File: src/bai_defs.svh
// Constants for the byte ALU instruction subset.
// Assumes inclusion by bare name from the core and checker modules.
`ifndef BAI_DEFS_SVH
`define BAI_DEFS_SVH

// ----------------------------------------
// Status register location and flag bits
// ----------------------------------------
`define BAI_STATUS_ADDR 5'h03
`define BAI_FLAG_Z      2
`define BAI_FLAG_NC     1
`define BAI_FLAG_C      0

// ----------------------------------------
// Direction register selectors and reset values
// ----------------------------------------
`define BAI_DIR_SEL_A   5'h06
`define BAI_DIR_SEL_B   5'h07
`define BAI_DIR_RESET   8'hff
`define BAI_ACC_RESET   8'h00
`define BAI_FILE_RESET  8'h00

`endif

File: src/bai_pkg.sv
// Types for the byte ALU instruction subset.
// Assumes bai_defs.svh is on the include path.
package bai_pkg;

   // ----------------------------------------
   // Operation codes presented by the decoder
   // ----------------------------------------
   typedef enum logic [3:0] {
      BAI_OP_IDLE = 4'h0,
      BAI_OP_ADDF = 4'h1,
      BAI_OP_ANDF = 4'h2,
      BAI_OP_XORF = 4'h3,
      BAI_OP_ANDL = 4'h4,
      BAI_OP_XORL = 4'h5,
      BAI_OP_BCLR = 4'h6,
      BAI_OP_BSET = 4'h7,
      BAI_OP_BTSC = 4'h8,
      BAI_OP_DIR  = 4'h9
   } bai_op_t;

   // ----------------------------------------
   // One decoded instruction
   // ----------------------------------------
   typedef struct packed {
      bai_op_t    op;
      logic [4:0] faddr;
      logic       dest;
      logic [2:0] bitsel;
      logic [7:0] lit;
   } bai_instr_t;

   // ----------------------------------------
   // Execute-stage states
   // ----------------------------------------
   typedef enum logic [1:0] {
      BAI_ST_RUN  = 2'b01,
      BAI_ST_SKIP = 2'b10
   } bai_state_t;

endpackage

File: src/bai_logic_unit.sv
// Combinational arithmetic and logic for the byte ALU.
// Assumes operands are stable for the cycle in which they are used.
`timescale 1ns/10ps
module bai_logic_unit
   import bai_pkg::*;
#(
   parameter int WIDTH = 8
) (
   input  wire bai_op_t          i_op,
   input  wire logic [WIDTH-1:0] i_acc,
   input  wire logic [WIDTH-1:0] i_opnd,
   output logic      [WIDTH-1:0] o_res,
   output logic                  o_carry,
   output logic                  o_nib_carry,
   output logic                  o_zero
);

   logic [WIDTH:0] sum;
   logic [4:0]     nib;

   // ----------------------------------------
   // Operation select
   // ----------------------------------------
   // Sum is one bit wider so the carry out is kept, low nibble separately.
   always_comb begin
      sum         = {1'b0, i_acc} + {1'b0, i_opnd};
      nib         = {1'b0, i_acc[3:0]} + {1'b0, i_opnd[3:0]};
      o_carry     = 1'b0;
      o_nib_carry = 1'b0;
      case (i_op)
         BAI_OP_ADDF: begin
            o_res       = sum[WIDTH-1:0];
            o_carry     = sum[WIDTH];
            o_nib_carry = nib[4];
         end
         BAI_OP_ANDF, BAI_OP_ANDL: o_res = i_acc & i_opnd;
         BAI_OP_XORF, BAI_OP_XORL: o_res = i_acc ^ i_opnd;
         default: o_res = i_acc;
      endcase
      o_zero = (o_res == '0);
   end

endmodule

File: src/bai_bit_unit.sv
// Bit set, clear and test on one byte.
// Assumes the bit index is in range for the width.
`timescale 1ns/10ps
module bai_bit_unit #(
   parameter int WIDTH = 8
) (
   input  wire logic [WIDTH-1:0]         i_val,
   input  wire logic [$clog2(WIDTH)-1:0] i_sel,
   input  wire logic                     i_set,
   output logic      [WIDTH-1:0]         o_val,
   output logic                          o_bit
);

   // ----------------------------------------
   // Bit modify and test
   // ----------------------------------------
   // Only the selected bit changes; the rest pass through.
   always_comb begin
      o_val        = i_val;
      o_val[i_sel] = i_set;
      o_bit        = i_val[i_sel];
   end

endmodule

File: src/bai_core.sv
// Execute stage of a byte-wide accumulator machine for a subset of operations.
// Assumes a decoder presents one instruction per cycle with a valid strobe.
//
// Function
// - Add accumulator to file, update all flags.
// - Destination 0 accumulator, 1 file register.
// - Bit clear zeroes selected bit, flags kept.
// - Bit set forces selected bit, flags kept.
// - AND immediate into accumulator, zero flag only.
// - AND accumulator with file, zero only.
// - Test bit, skip next when clear.
// - Skip discards fetched instruction, runs no-op.
// - Direction load copies accumulator, flags kept.
// - XOR immediate into accumulator, zero only.
// - XOR accumulator with file, zero only.
// - Zero flag bit 2 set on zero result.
// - Digit carry from low nibble on addition.
// - Status destination keeps flags from result.
`timescale 1ns/10ps
`include "bai_defs.svh"
module bai_core
   import bai_pkg::*;
#(
   parameter int WIDTH = 8,
   parameter int DEPTH = 32
) (
   input  wire logic             I_CLK_SYS,
   input  wire logic             I_RESETN,
   input  wire logic             I_INSTR_VALID,
   input  wire bai_instr_t       I_INSTR,
   output logic                  O_SKIP_ACTIVE,
   output logic                  O_RETIRED,
   output logic      [WIDTH-1:0] O_ACC,
   output logic      [WIDTH-1:0] O_STATUS,
   output logic      [WIDTH-1:0] O_DIR_A,
   output logic      [WIDTH-1:0] O_DIR_B
);

   localparam int AW = $clog2(DEPTH);

   logic [WIDTH-1:0] file_r [DEPTH];
   logic [WIDTH-1:0] acc_r;
   logic [WIDTH-1:0] dir_a_r;
   logic [WIDTH-1:0] dir_b_r;
   bai_state_t       state_r;
   bai_state_t       state_nxt;
   logic             retired_r;

   logic [WIDTH-1:0] opnd;
   logic [WIDTH-1:0] fval;
   logic [WIDTH-1:0] alu_res;
   logic             alu_c;
   logic             alu_nc;
   logic             alu_z;
   logic [WIDTH-1:0] bit_val;
   logic             bit_now;
   logic             exec;
   logic             is_file_op;
   logic             is_bit_op;
   logic             flags_z;
   logic             flags_all;
   logic             file_we;
   logic [WIDTH-1:0] file_wdata;
   logic             to_status;

   // ----------------------------------------
   // Operand fetch and datapath units
   // ----------------------------------------
   // A skipped slot executes nothing, which is the no-operation.
   assign exec = I_INSTR_VALID && (state_r == BAI_ST_RUN);
   assign fval = file_r[I_INSTR.faddr[AW-1:0]];
   assign opnd = (I_INSTR.op == BAI_OP_ANDL || I_INSTR.op == BAI_OP_XORL) ? I_INSTR.lit : fval;

   bai_logic_unit #(.WIDTH(WIDTH)) u_logic (
      .i_op        (I_INSTR.op),
      .i_acc       (acc_r),
      .i_opnd      (opnd),
      .o_res       (alu_res),
      .o_carry     (alu_c),
      .o_nib_carry (alu_nc),
      .o_zero      (alu_z)
   );

   bai_bit_unit #(.WIDTH(WIDTH)) u_bit (
      .i_val (fval),
      .i_sel (I_INSTR.bitsel),
      .i_set (I_INSTR.op == BAI_OP_BSET),
      .o_val (bit_val),
      .o_bit (bit_now)
   );

   // ----------------------------------------
   // Write-back decode
   // ----------------------------------------
   always_comb begin
      is_file_op = (I_INSTR.op == BAI_OP_ADDF) || (I_INSTR.op == BAI_OP_ANDF) ||
                   (I_INSTR.op == BAI_OP_XORF);
      is_bit_op  = (I_INSTR.op == BAI_OP_BCLR) || (I_INSTR.op == BAI_OP_BSET);
      flags_all  = exec && (I_INSTR.op == BAI_OP_ADDF);
      flags_z    = exec && (is_file_op || I_INSTR.op == BAI_OP_ANDL ||
                            I_INSTR.op == BAI_OP_XORL);
      file_we    = exec && ((is_file_op && I_INSTR.dest) || is_bit_op);
      file_wdata = is_bit_op ? bit_val : alu_res;
      to_status  = (I_INSTR.faddr == `BAI_STATUS_ADDR);
   end

   // ----------------------------------------
   // File registers
   // ----------------------------------------
   // All three flag bits of the status entry are shielded from the write-back of
   // a flag-affecting op; they follow the result instead, so carry and nibble
   // carry survive a logic op aimed at the status entry.
   always_ff @(posedge I_CLK_SYS or negedge I_RESETN) begin
      if (!I_RESETN) begin
         for (int i = 0; i < DEPTH; i++) begin
            file_r[i] <= `BAI_FILE_RESET;
         end
      end else begin
         if (file_we && !(to_status && flags_z)) begin
            file_r[I_INSTR.faddr[AW-1:0]] <= file_wdata;
         end else if (file_we) begin
            file_r[`BAI_STATUS_ADDR][WIDTH-1:3] <= file_wdata[WIDTH-1:3];
         end
         if (flags_z) begin
            file_r[`BAI_STATUS_ADDR][`BAI_FLAG_Z] <= alu_z;
         end
         if (flags_all) begin
            file_r[`BAI_STATUS_ADDR][`BAI_FLAG_C]  <= alu_c;
            file_r[`BAI_STATUS_ADDR][`BAI_FLAG_NC] <= alu_nc;
         end
      end
   end

   // ----------------------------------------
   // Accumulator
   // ----------------------------------------
   always_ff @(posedge I_CLK_SYS or negedge I_RESETN) begin
      if (!I_RESETN) begin
         acc_r <= `BAI_ACC_RESET;
      end else if (exec && (I_INSTR.op == BAI_OP_ANDL || I_INSTR.op == BAI_OP_XORL)) begin
         acc_r <= alu_res;
      end else if (exec && is_file_op && !I_INSTR.dest) begin
         acc_r <= alu_res;
      end
   end

   // ----------------------------------------
   // Pin direction registers
   // ----------------------------------------
   // Other operand values are ignored rather than trapped.
   always_ff @(posedge I_CLK_SYS or negedge I_RESETN) begin
      if (!I_RESETN) begin
         dir_a_r <= `BAI_DIR_RESET;
         dir_b_r <= `BAI_DIR_RESET;
      end else if (exec && I_INSTR.op == BAI_OP_DIR) begin
         if (I_INSTR.faddr == `BAI_DIR_SEL_A) begin
            dir_a_r <= acc_r;
         end
         if (I_INSTR.faddr == `BAI_DIR_SEL_B) begin
            dir_b_r <= acc_r;
         end
      end
   end

   // ----------------------------------------
   // Skip sequencer
   // ----------------------------------------
   always_comb begin
      state_nxt = state_r;
      case (state_r)
         BAI_ST_RUN: begin
            if (exec && I_INSTR.op == BAI_OP_BTSC && !bit_now) begin
               state_nxt = BAI_ST_SKIP;
            end
         end
         BAI_ST_SKIP: begin
            if (I_INSTR_VALID) begin
               state_nxt = BAI_ST_RUN;
            end
         end
         default: state_nxt = BAI_ST_RUN;
      endcase
   end

   always_ff @(posedge I_CLK_SYS or negedge I_RESETN) begin
      if (!I_RESETN) begin
         state_r <= BAI_ST_RUN;
      end else begin
         state_r <= state_nxt;
      end
   end

   // ----------------------------------------
   // Retire strobe
   // ----------------------------------------
   // Pulses for each instruction that executed, not for a discarded one.
   always_ff @(posedge I_CLK_SYS or negedge I_RESETN) begin
      if (!I_RESETN) begin
         retired_r <= 1'b0;
      end else begin
         retired_r <= exec;
      end
   end

   // ----------------------------------------
   // Outputs
   // ----------------------------------------
   assign O_SKIP_ACTIVE = (state_r == BAI_ST_SKIP);
   assign O_RETIRED     = retired_r;
   assign O_ACC         = acc_r;
   assign O_STATUS      = file_r[`BAI_STATUS_ADDR];
   assign O_DIR_A       = dir_a_r;
   assign O_DIR_B       = dir_b_r;

endmodule

File: config.mk
export PLATFORM = sky130hd
export DESIGN_NAME = bai_core
export DESIGN_NICKNAME = d
export VERILOG_FILES = /design/src/bai_pkg.sv /design/src/bai_logic_unit.sv /design/src/bai_bit_unit.sv /design/src/bai_core.sv
export VERILOG_INCLUDE_DIRS = /design/src
export SDC_FILE = /design/constraint.sdc
export NUM_CORES = 1
export LEC_CHECK = 0
export BUFFER_PORTS_ARGS = -buffer_cell sky130_fd_sc_hd__buf_2
export CAP_MARGIN = 20
export CORE_AREA = 2 2 204 206
export CTS_CLUSTER_DIAMETER = 200
export DETAILED_ROUTE_END_ITERATION = 6
export DIE_AREA = 0 0 206 208
export GPL_TIMING_DRIVEN = 0
export PLACE_DENSITY_LB_ADDON = 0.3
export SYNTH_ARGS = -nofsm -noshare
export SYNTH_HDL_FRONTEND = slang
export SYNTH_SLANG_ARGS = --single-unit
File: constraint.sdc
create_clock -name I_CLK_SYS -period 5.93 [get_ports I_CLK_SYS]
set_clock_uncertainty 0.05 [all_clocks]
set_input_delay 0.593 -clock I_CLK_SYS [delete_from_list [all_inputs] [get_ports I_CLK_SYS]]
set_output_delay 0.593 -clock I_CLK_SYS [all_outputs]
set_load 0.01 [all_outputs]
==> run summary, run 1 <==
status - complete, no violations
Leak - 7.774 nW
dominant cell type by area after synthesis - dfrtp_1
Rel. slew slack - 23.68%
routed vias - 9782
cts hold-fix bufs - 0
WHS - 0.07075 ns
async set-reset flop share out of synthesis - 100.0%
DR top layer - met4
utilization after layout - 40.86%
CP Data Required Time - 6.25 ns
# IOs - 58
RSZ-0062 raised after global routing - false
layout cells sized above 1 - 35.75%
multiplexer share of the synthesized area - 25.44%
worst slew pin tran - 1.136 ns
Synth Area in Compound Gates - 10.97%
max_cap viols - 0
Root Driver - clkbuf_16
CP max FO - 10
simple-gate area share of the yosys netlist - 8.184%
CTS H-tree lvls - 2
Via density - 5.471
Clock Latency Late Sink - 0.52 ns
clk sink count - 283
storage element area - 7103 µm²
GP Congestion - 0.9279
Non-Filler Instances - 1788
Yosys top cell area share - 46.12%
pre-CTS setup slack - 0.1238 ns
Initial Utilization - 35.59%
drt drc - 0
Post-Synth Adder-Cell Area - 0.8322%
Total GRT Usage - 19.94%
Unique masters post-synth - 88
DR WL met3 - 2.381 mm
FILL cells - 3851
Worst EP arrival - 5.75 ns
met2 WL - 20.33 mm
initial antenna violation count - 2
largest net degree at the start of global routing - 104
setup total negative slack - 0 ns
syn_nets - 1171
final cycle utilization of the critical path - 91.67%
most instantiated library cell after synthesis - dfrtp_1
Mapped Cells - 1138
Synth warnings - 0
mapped cell area - 14430 µm²
Crit Path Category - in -> reg
DR pass1 iterations - 5
peak supply drop - 0.1635 mV
clock tree buffer depth - 3
syn_area_per_cell - 12.68 µm²
largest cells by area after synthesis - dfrtp_1 (46%), mux2_2 (14%), mux4_1 (5.3%), mux4_2 (4.2%), nand2_1 (3.8%)
largest family of logic cells by synthesized area - multiplexers
DRT met1 WL - 18.15 mm
kind of start point of the critical path - primary input
Port-buffer cells - 54
number of global-route vias before repair - 10090
detailed placement HPWL - 29.99 mm
Layout area overhead - 14.82%
Hold Crit Class - in -> async
ANT cells - 0
Post CTS Setup Buffer Count - 0
post-synthesis xor/xnor area fraction - 0.1821%
dpl cells - 1726
dominant synthesized flop cell - dfrtp_1
setup ws final - 0.4942 ns
Final Slew Violations - 0
DRT antenna net count - 0
area of the multi-input gates - 6581 µm²
CTS buffer count - 34
GRT Residual Overflow - 0
CTS clk-pin slew, worst paths - 0.06 ns
clock tree from TritonCTS - built
final WL - 41.99 mm
final setup fails - 0
Post-Place Cell Area - 15430 µm²
first-pass GRT wire length - 63.94 mm
initial DRC count - 639
Post-synth EDFFs - 0
DIE AREA - 42850 µm²
# nets final - 1263
Yosys reg bits - 283
chip width - 206 µm
sequential area share after synthesis - 49.22%
cell row count - 74
most frequent cells after synthesis - dfrtp_1 (266), mux2_2 (176), nand2_1 (147), o21ai_0 (55), clkbuf_1 (40)
number of gates resized after CTS - 0
Finished Cell Area - 16570 µm²
Wirelength per Cell - 23.48 µm
final hold vios - 0
Fmax - 0.1840 GHz
Chip Height - 208 µm
fin crit period - 5.436 ns
Worst setup EP type - flip-flop
pwr/cell area - 324.2 nW/µm²
Final Power - 5.373 mW
core area - 40550 µm²
-- state kept, by name (all words and copies together), names as in the netlist --
register and flops:
file_r 248, O_ACC 8, O_DIR_A 8, O_DIR_B 8, O_STATUS 8, state_r 2, O_RETIRED 1
-- placed cells by master, fill, tap and decap left out, drive strengths merged, types with 5 or more instances in the layout --
| cell type | instances |
|---|---|
| a21o | 6 |
| a21oi | 16 |
| a221oi | 5 |
| buf | 121 |
| clkbuf | 88 |
| clkinv | 8 |
| dfrtp | 266 |
| dfstp | 17 |
| ha | 8 |
| inv | 15 |
| mux2 | 183 |
| mux2i | 24 |
| mux4 | 56 |
| nand2 | 149 |
| nand3 | 10 |
| nand3b | 5 |
| nor2 | 28 |
| nor2b | 6 |
| nor3 | 14 |
| o21ai | 90 |
| o22a | 6 |
| o22ai | 16 |
| o31ai | 31 |
| or2 | 5 |
| or3 | 5 |
-- final cells by class --
cell class	count	share of cell area [%]
Multi-Input combinational cell	736	39.71
Sequential cell	283	42.86
Inverter	14	0.3171
Clock inverter	14	0.9287
Tap cell	532	4.017
Buffer	105	4.198
Clock buffer	48	5.942
Timing Repair Buffer	56	2.023
-- kinds of logic after synthesis --
kind of cell    Yosys count
compound gates          213
buf+inv                 119
flops                   283
simple gates            248
xor+xnor                  3
fa+ha+maj                 9
mux                     263
-- per-layer routing --
layer | up-vias | track usage (%)
li1 | 4370 | -
met1 | 5051 | 26.83
met2 | 299 | 32.89
met3 | 62 | 3.383
met4 | 0 | 6.010
met5 | - | 0
-- worst max-delay path, stage by stage --
cell	delay (ns)
buf_2	0.19
buf_4	0.26
buf_2	0.42
mux4_2	0.31
o22ai_1	0.17
nor4_2	0.77
mux2_2	0.28
ha_1	0.26
nor2b_1	0.15
o21a_1	0.18
o211a_1	0.23
nor3_1	0.20
o31ai_1	0.12
a21oi_1	0.72
clkbuf_1	0.70
o31ai_2	0.15
-- final timing paths --
path,from,depth (start not counted),to,slack [ns]
max in group asynchronous,I_RESETN,2,file_r[144],4.78
min in group I_CLK_SYS,I_INSTR_VALID,2,state_r[1],0.26
hold / removal,I_RESETN,1,O_STATUS[7],0.07
hold reg to reg,file_r[64],2,file_r[64],0.43
setup / recovery,I_INSTR[13],16,file_r[198],0.49
setup reg to reg,file_r[208],15,file_r[198],0.90
-- power breakdown --
part / total [mW] / internal, mW / switching [mW]
Clock: 2.11 / 1.26 / 0.855
Sequential: 2.21 / 2.10 / 0.114
Combinational: 1.05 / 0.418 / 0.630
Total: 5.37 / 3.77 / 1.60
Note: power is estimated with default switching activity, not from simulation.
==> run 2, diff against run 1 <==
Settings changed: BUFFER_PORTS_ARGS -buffer_cell sky130_fd_sc_hd__buf_2 to -buffer_cell sky130_fd_sc_hd__clkbuf_2, REMOVE_ABC_BUFFERS from default to 1.
==> run summary, run 2 (same netlist as run 1, synthesis figures left out) <==
Hold Crit Class - in -> reg
Chip Height - 208 µm
kind of start point of the critical path - primary input
peak supply drop - 0.2050 mV
# nets final - 1170
Crit Path Category - in -> reg
storage element area - 7103 µm²
final setup fails - 0
HP Start - I_INSTR_VALID
first-pass GRT wire length - 56.79 mm
Clock Latency Late Sink - 0.57 ns
DR pass1 iterations - 5
pwr/cell area - 313.6 nW/µm²
Rel. slew slack - 28.21%
GP Congestion - 0.9217
layout cells sized above 1 - 33.68%
routed vias - 9200
max FFs per register - 248
max_cap viols - 0
Cell Int Power - 3.551 mW
most frequent cells in the layout - dfrtp_1 (266), mux2_2 (176), nand2_1 (147), o21ai_0 (55), clkbuf_2 (54)
Sw Share - 29.29%
cell row count - 74
DIE AREA - 42850 µm²
# IOs - 58
status - complete, no violations
largest net degree at the start of global routing - 113
Final Slew Violations - 0
CP Data Required Time - 6.32 ns
area of the multi-input gates - 6600 µm²
sequential share of power - 43.9%
clock tree from TritonCTS - built
Layout area overhead - 10.97%
CTS buffer count - 31
Post-Place Cell Area - 15000 µm²
worst slew pin tran - 1.077 ns
crit path launch - I_INSTR[12]
Worst EP arrival - 5.52 ns
initial DRC count - 648
final hold vios - 0
utilization after layout - 39.49%
initial antenna violation count - 3
GRT Residual Overflow - 0
Worst setup EP type - flip-flop
Fmax - 0.1952 GHz
pre-CTS setup slack - 0.2266 ns
core area - 40550 µm²
GR Layer Usage met3 - 2.773%
setup ws final - 0.8072 ns
chip width - 206 µm
Wirelength per Cell - 21.40 µm
drt drc - 0
setup total negative slack - 0 ns
logic gate share of total power - 19.5%
final WL - 36.23 mm
Largest Register - file_r
r2r startpoint - file_r[208]
Leak - 7.442 nW
clock share of power - 36.6%
detailed placement HPWL - 24.06 mm
final cycle utilization of the critical path - 86.39%
RSZ-0062 raised after global routing - false
Finished Cell Area - 16020 µm²
Via density - 5.434
busiest layer in global routing - met2
commonest non-fill, non-tap cell in the layout - dfrtp_1
clk sink count - 283
Total GRT Usage - 17.10%
WHS - 0.2569 ns
Port-buffer cells - 57
number of global-route vias before repair - 9402
Root Driver - clkbuf_16
met1 Resource Use GR - 24.58%
clock tree buffer depth - 3
number of gates resized after CTS - 0
FILL cells - 3873
CP max FO - 69
GR Util met2 - 26.41%
CTS clk-pin slew, worst paths - 0.06 ns
Psw - 1.471 mW
ANT cells - 0
Initial Utilization - 35.59%
DRT antenna net count - 0
CTS H-tree lvls - 1
fin crit period - 5.123 ns
run 2: cell count changes in the layout (fill, tap and decap cells not counted), sizes merged:
| cell | before | now |
|---|---|---|
| bufinv | 2 | 0 |
| clkbuf | 88 | 109 |
| dlygate4sd3 | 0 | 1 |
| clkinv | 8 | 3 |
| clkinvlp | 3 | 1 |
| buf | 121 | 13 |
run 2: cell type report:
cell class,instances,area share [%]
timing repair buffer,71,3.852
sequential,283,44.35
tap,532,4.156
clock inverter,5,0.2656
multi-input combinational,736,41.21
inverter,14,0.3281
clock buffer,52,5.836
run 2: worst paths after layout:
kind | endpoint | slack (ns) | cells after the start
worst max-delay path | file_r[116] | 0.81 | 15
min in group asynchronous | file_r[255] | 0.47 | 2
worst max register to register | file_r[116] | 1.26 | 14
worst min register to register | file_r[168] | 0.42 | 2
worst min-delay path | state_r[1] | 0.26 | 2
max in group asynchronous | file_r[150] | 4.09 | 4
run 2: power by group through the flow:
stage,Sequential [mW],Clock [mW],Combinational [mW]
final,2.21,1.84,0.978
after global routing,2.23,1.97,1.06
after detailed placement,2.24,0,0.965
after global placement,2.23,0,0.895
after floorplan,2.22,0,0.544
after CTS,2.21,1.89,0.968
run 2: what timing repair did:
item                      in CTS  in global routing
hold buffers                   1                  0
hold endpoints to repair      32                  0
setup buffers                  0                  0
run 2: metal layers:
| layer | up-vias | part of all wire, % |
|---|---|---|
| met5 | - | 0.091 |
| met4 | 4 | 3.2 |
| met3 | 71 | 5.2 |
| met2 | 226 | 45 |
| met1 | 4710 | 47 |
| li1 | 4189 | - |
run 2: metrics by stage:
step | cells | power [mW]
2_1_floorplan | 1033 | 2.760
3_3_place_gp | 1622 | 3.129
3_5_place_dp | 1634 | 3.205
4_1_cts | 1692 | 5.064
5_1_grt | 1693 | 5.263
6_report | 1693 | 5.022
run 2: critical path: stages:
cell and delay [ns]:
clkbuf_8 0.62, mux4_1 0.67, mux2_2 0.30, o311a_1 0.39
mux2_2 0.30, ha_1 0.22, inv_1 0.09, fa_1 0.20
nor2b_1 0.05, o21a_1 0.18, nor2_1 0.23, nor3_1 0.09
o32ai_1 0.63, a22oi_4 0.48, mux2_2 0.41
==> run 3, diff against run 2 <==
Settings changed: CORE_AREA 2 2 204 206 to 2 2 158 160, DIE_AREA 0 0 206 208 to 0 0 160 162, SYNTH_HIERARCHICAL from default to 1.
==> run summary, run 3 <==
CP max stage cell - clkbuf_2
Worst setup EP type - flip-flop
Final Slew Violations - 0
GRT Residual Overflow - 0
# nets final - 1176
CTS clk-pin slew, worst paths - 0.06 ns
dominant cell type by area after synthesis - dfrtp_1
setup total negative slack - 0 ns
# IOs - 58
simple-gate area share of the yosys netlist - 10.07%
dominant synthesized flop cell - dfrtp_1
Hold Crit Class - in -> async
Rel. slew slack - 26.14%
CP Buf/Inv Count - 3
Fmax - 0.1763 GHz
final cycle utilization of the critical path - 95.65%
chip width - 160 µm
Synth warnings - 6
first-pass GRT wire length - 58.35 mm
layout cells sized above 1 - 21.51%
Worst EP arrival - 6.12 ns
DR pass1 iterations - 5
GP Congestion - 0.8787
Post-Synth Adder-Cell Area - 0.8398%
storage element area - 7103 µm²
pwr/cell area - 340.8 nW/µm²
mapped cell area - 14300 µm²
Leak - 7.750 nW
most frequent cells in the layout - dfrtp_1 (266), o22a_1 (248), mux2i_1 (105), clkbuf_2 (58), a22oi_1 (50)
kind of start point of the critical path - primary input
RSZ-0062 raised after global routing - false
max FFs per register - 248
DIE AREA - 25920 µm²
Clock Latency Late Sink - 0.57 ns
WHS - -0.005850 ns
Via density - 6.816
detailed placement HPWL - 23.84 mm
CTS H-tree lvls - 1
DRT antenna net count - 0
Crit Path Category - in -> reg
CP delay by family, top - simple AND/OR/NAND/NOR gates
CP Cell Sequence - clkbuf_2, nor2_1, a22oi_1, a21oi_1, nor3_1, mux2_2, ha_1, inv_1, fa_1, nor2b_1, a221oi_1, o21a_1, xor2_1, o21ai_0, o22ai_1, nand2_1, buf_16, o22a_1
CTS buffer count - 30
routed vias - 10160
GR Layer Usage met3 - 4.086%
most frequent cells after synthesis - dfrtp_1 (266), o22a_1 (248), mux2i_1 (105), a22oi_1 (50), mux2_2 (48)
final hold vios - 5
Layout area overhead - 11.37%
async set-reset flop share out of synthesis - 100.0%
worst slew pin tran - 1.098 ns
drt drc - 0
Post-synth EDFFs - 0
core area - 24110 µm²
pre-CTS setup slack - -0.3954 ns
peak supply drop - 0.2157 mV
FILL cells - 1843
Yosys reg bits - 283
post-synthesis xor/xnor area fraction - 0.2449%
sequential area share after synthesis - 49.66%
largest net degree at the start of global routing - 115
fin crit period - 5.672 ns
clk sink count - 283
multiplexer share of the synthesized area - 13.80%
Unique masters post-synth - 73
Initial Utilization - 59.33%
max_cap viols - 0
utilization after layout - 66.08%
final WL - 36.68 mm
Yosys top cell area share - 46.54%
clock tree buffer depth - 3
area of the multi-input gates - 6668 µm²
status - finished with violations
initial DRC count - 1011
Crit path largest cell delay - 0.74 ns
commonest non-fill, non-tap cell in the layout - dfrtp_1
busiest layer in global routing - met2
CP max FO - 38
Mapped Cells - 1129
Wirelength per Cell - 24.60 µm
Synth Area in Compound Gates - 21.50%
Largest Register - file_r
Total GRT Usage - 28.77%
cell row count - 57
ANT cells - 0
clock tree from TritonCTS - built
number of global-route vias before repair - 10030
largest family of logic cells by synthesized area - compound AO/OA/AOI/OAI gates
setup ws final - 0.2577 ns
failing checks - hold timing
Port-buffer cells - 57
Chip Height - 162 µm
most instantiated library cell after synthesis - dfrtp_1
CP Data Required Time - 6.38 ns
final setup fails - 0
met1 Resource Use GR - 41.89%
largest cells by area after synthesis - dfrtp_1 (47%), o22a_1 (15%), mux2i_1 (7.3%), nor2_8 (4.2%), mux2_2 (3.8%)
syn_area_per_cell - 12.67 µm²
GR Util met2 - 44.49%
Root Driver - clkbuf_16
initial antenna violation count - 0
run 3: cell types whose count changed after synthesis, sizes merged, moves of 7 or more:
cell | previous run | this run
a21oi | 16 | 26
nor2 | 28 | 61
mux4 | 56 | 17
mux2i | 24 | 105
buf | 65 | 47
nand4 | 0 | 7
mux2 | 183 | 48
nand2 | 149 | 43
o22a | 6 | 248
a22oi | 4 | 50
o31ai | 31 | 3
o21ai | 90 | 9
run 3: through the flow:
step                hold WS, ns  std cells  instance area (µm²)  total power, mW
floorplan                0.2474       1040                13800            2.963
finish                -0.005850       1491                15930            5.428
CTS                     0.01730       1486                15890            5.440
global placement         0.4145       1421                14490            3.285
detailed placement       0.4220       1430                14760            3.339
global route            0.05381       1491                15930            5.643
run 3: repair_timing:
action,in CTS,in global routing
buffers inserted,0,0
hold buffers,0,0
endpoints found under the setup margin,0,86
gates resized for setup,0,2
run 3: cells by family (layout without fill, tap and decap cells):
group | count (synthesis) | count (layout)
compound gates | 376 | 376
xor+xnor | 4 | 4
fa+ha+maj | 9 | 9
buf+inv | 102 | 140
flops | 283 | 283
mux | 170 | 170
simple gates | 185 | 185
run 3: power by group:
group | internal, mW | switching [mW]
logic | 0.444 | 0.523
registers | 2.18 | 0.174
clock network | 1.33 | 0.779
run 3: area by class of cell:
type                    instances  share of cell area, %
clock buffers                  39                  5.176
clock inverters                17                  1.877
inverters                      13                 0.3063
multi-input cells             744                  41.86
flip-flops and latches        283                  44.59
well taps                     324                  2.545
repair buffers                 71                  3.645
run 3: final timing paths:
kind	slack, ns	depth (start not counted)	to	startpoint
max in group asynchronous	4.86	2	file_r[128]	I_RESETN
hold / removal	-0.006	1	file_r[121]	I_RESETN
min in group I_CLK_SYS	0.21	2	state_r[1]	I_INSTR_VALID
setup reg to reg	0.94	15	file_r[199]	file_r[132]
hold reg to reg	0.44	1	file_r[92]	file_r[92]
setup / recovery	0.26	18	file_r[86]	I_INSTR[14]
run 3: layer usage:
layer / share of wire (%) / up-vias
li1: - / 4437
met1: 43 / 5228
met2: 46 / 413
met3: 7.2 / 84
met4: 3.8 / 0
met5: 0 / -
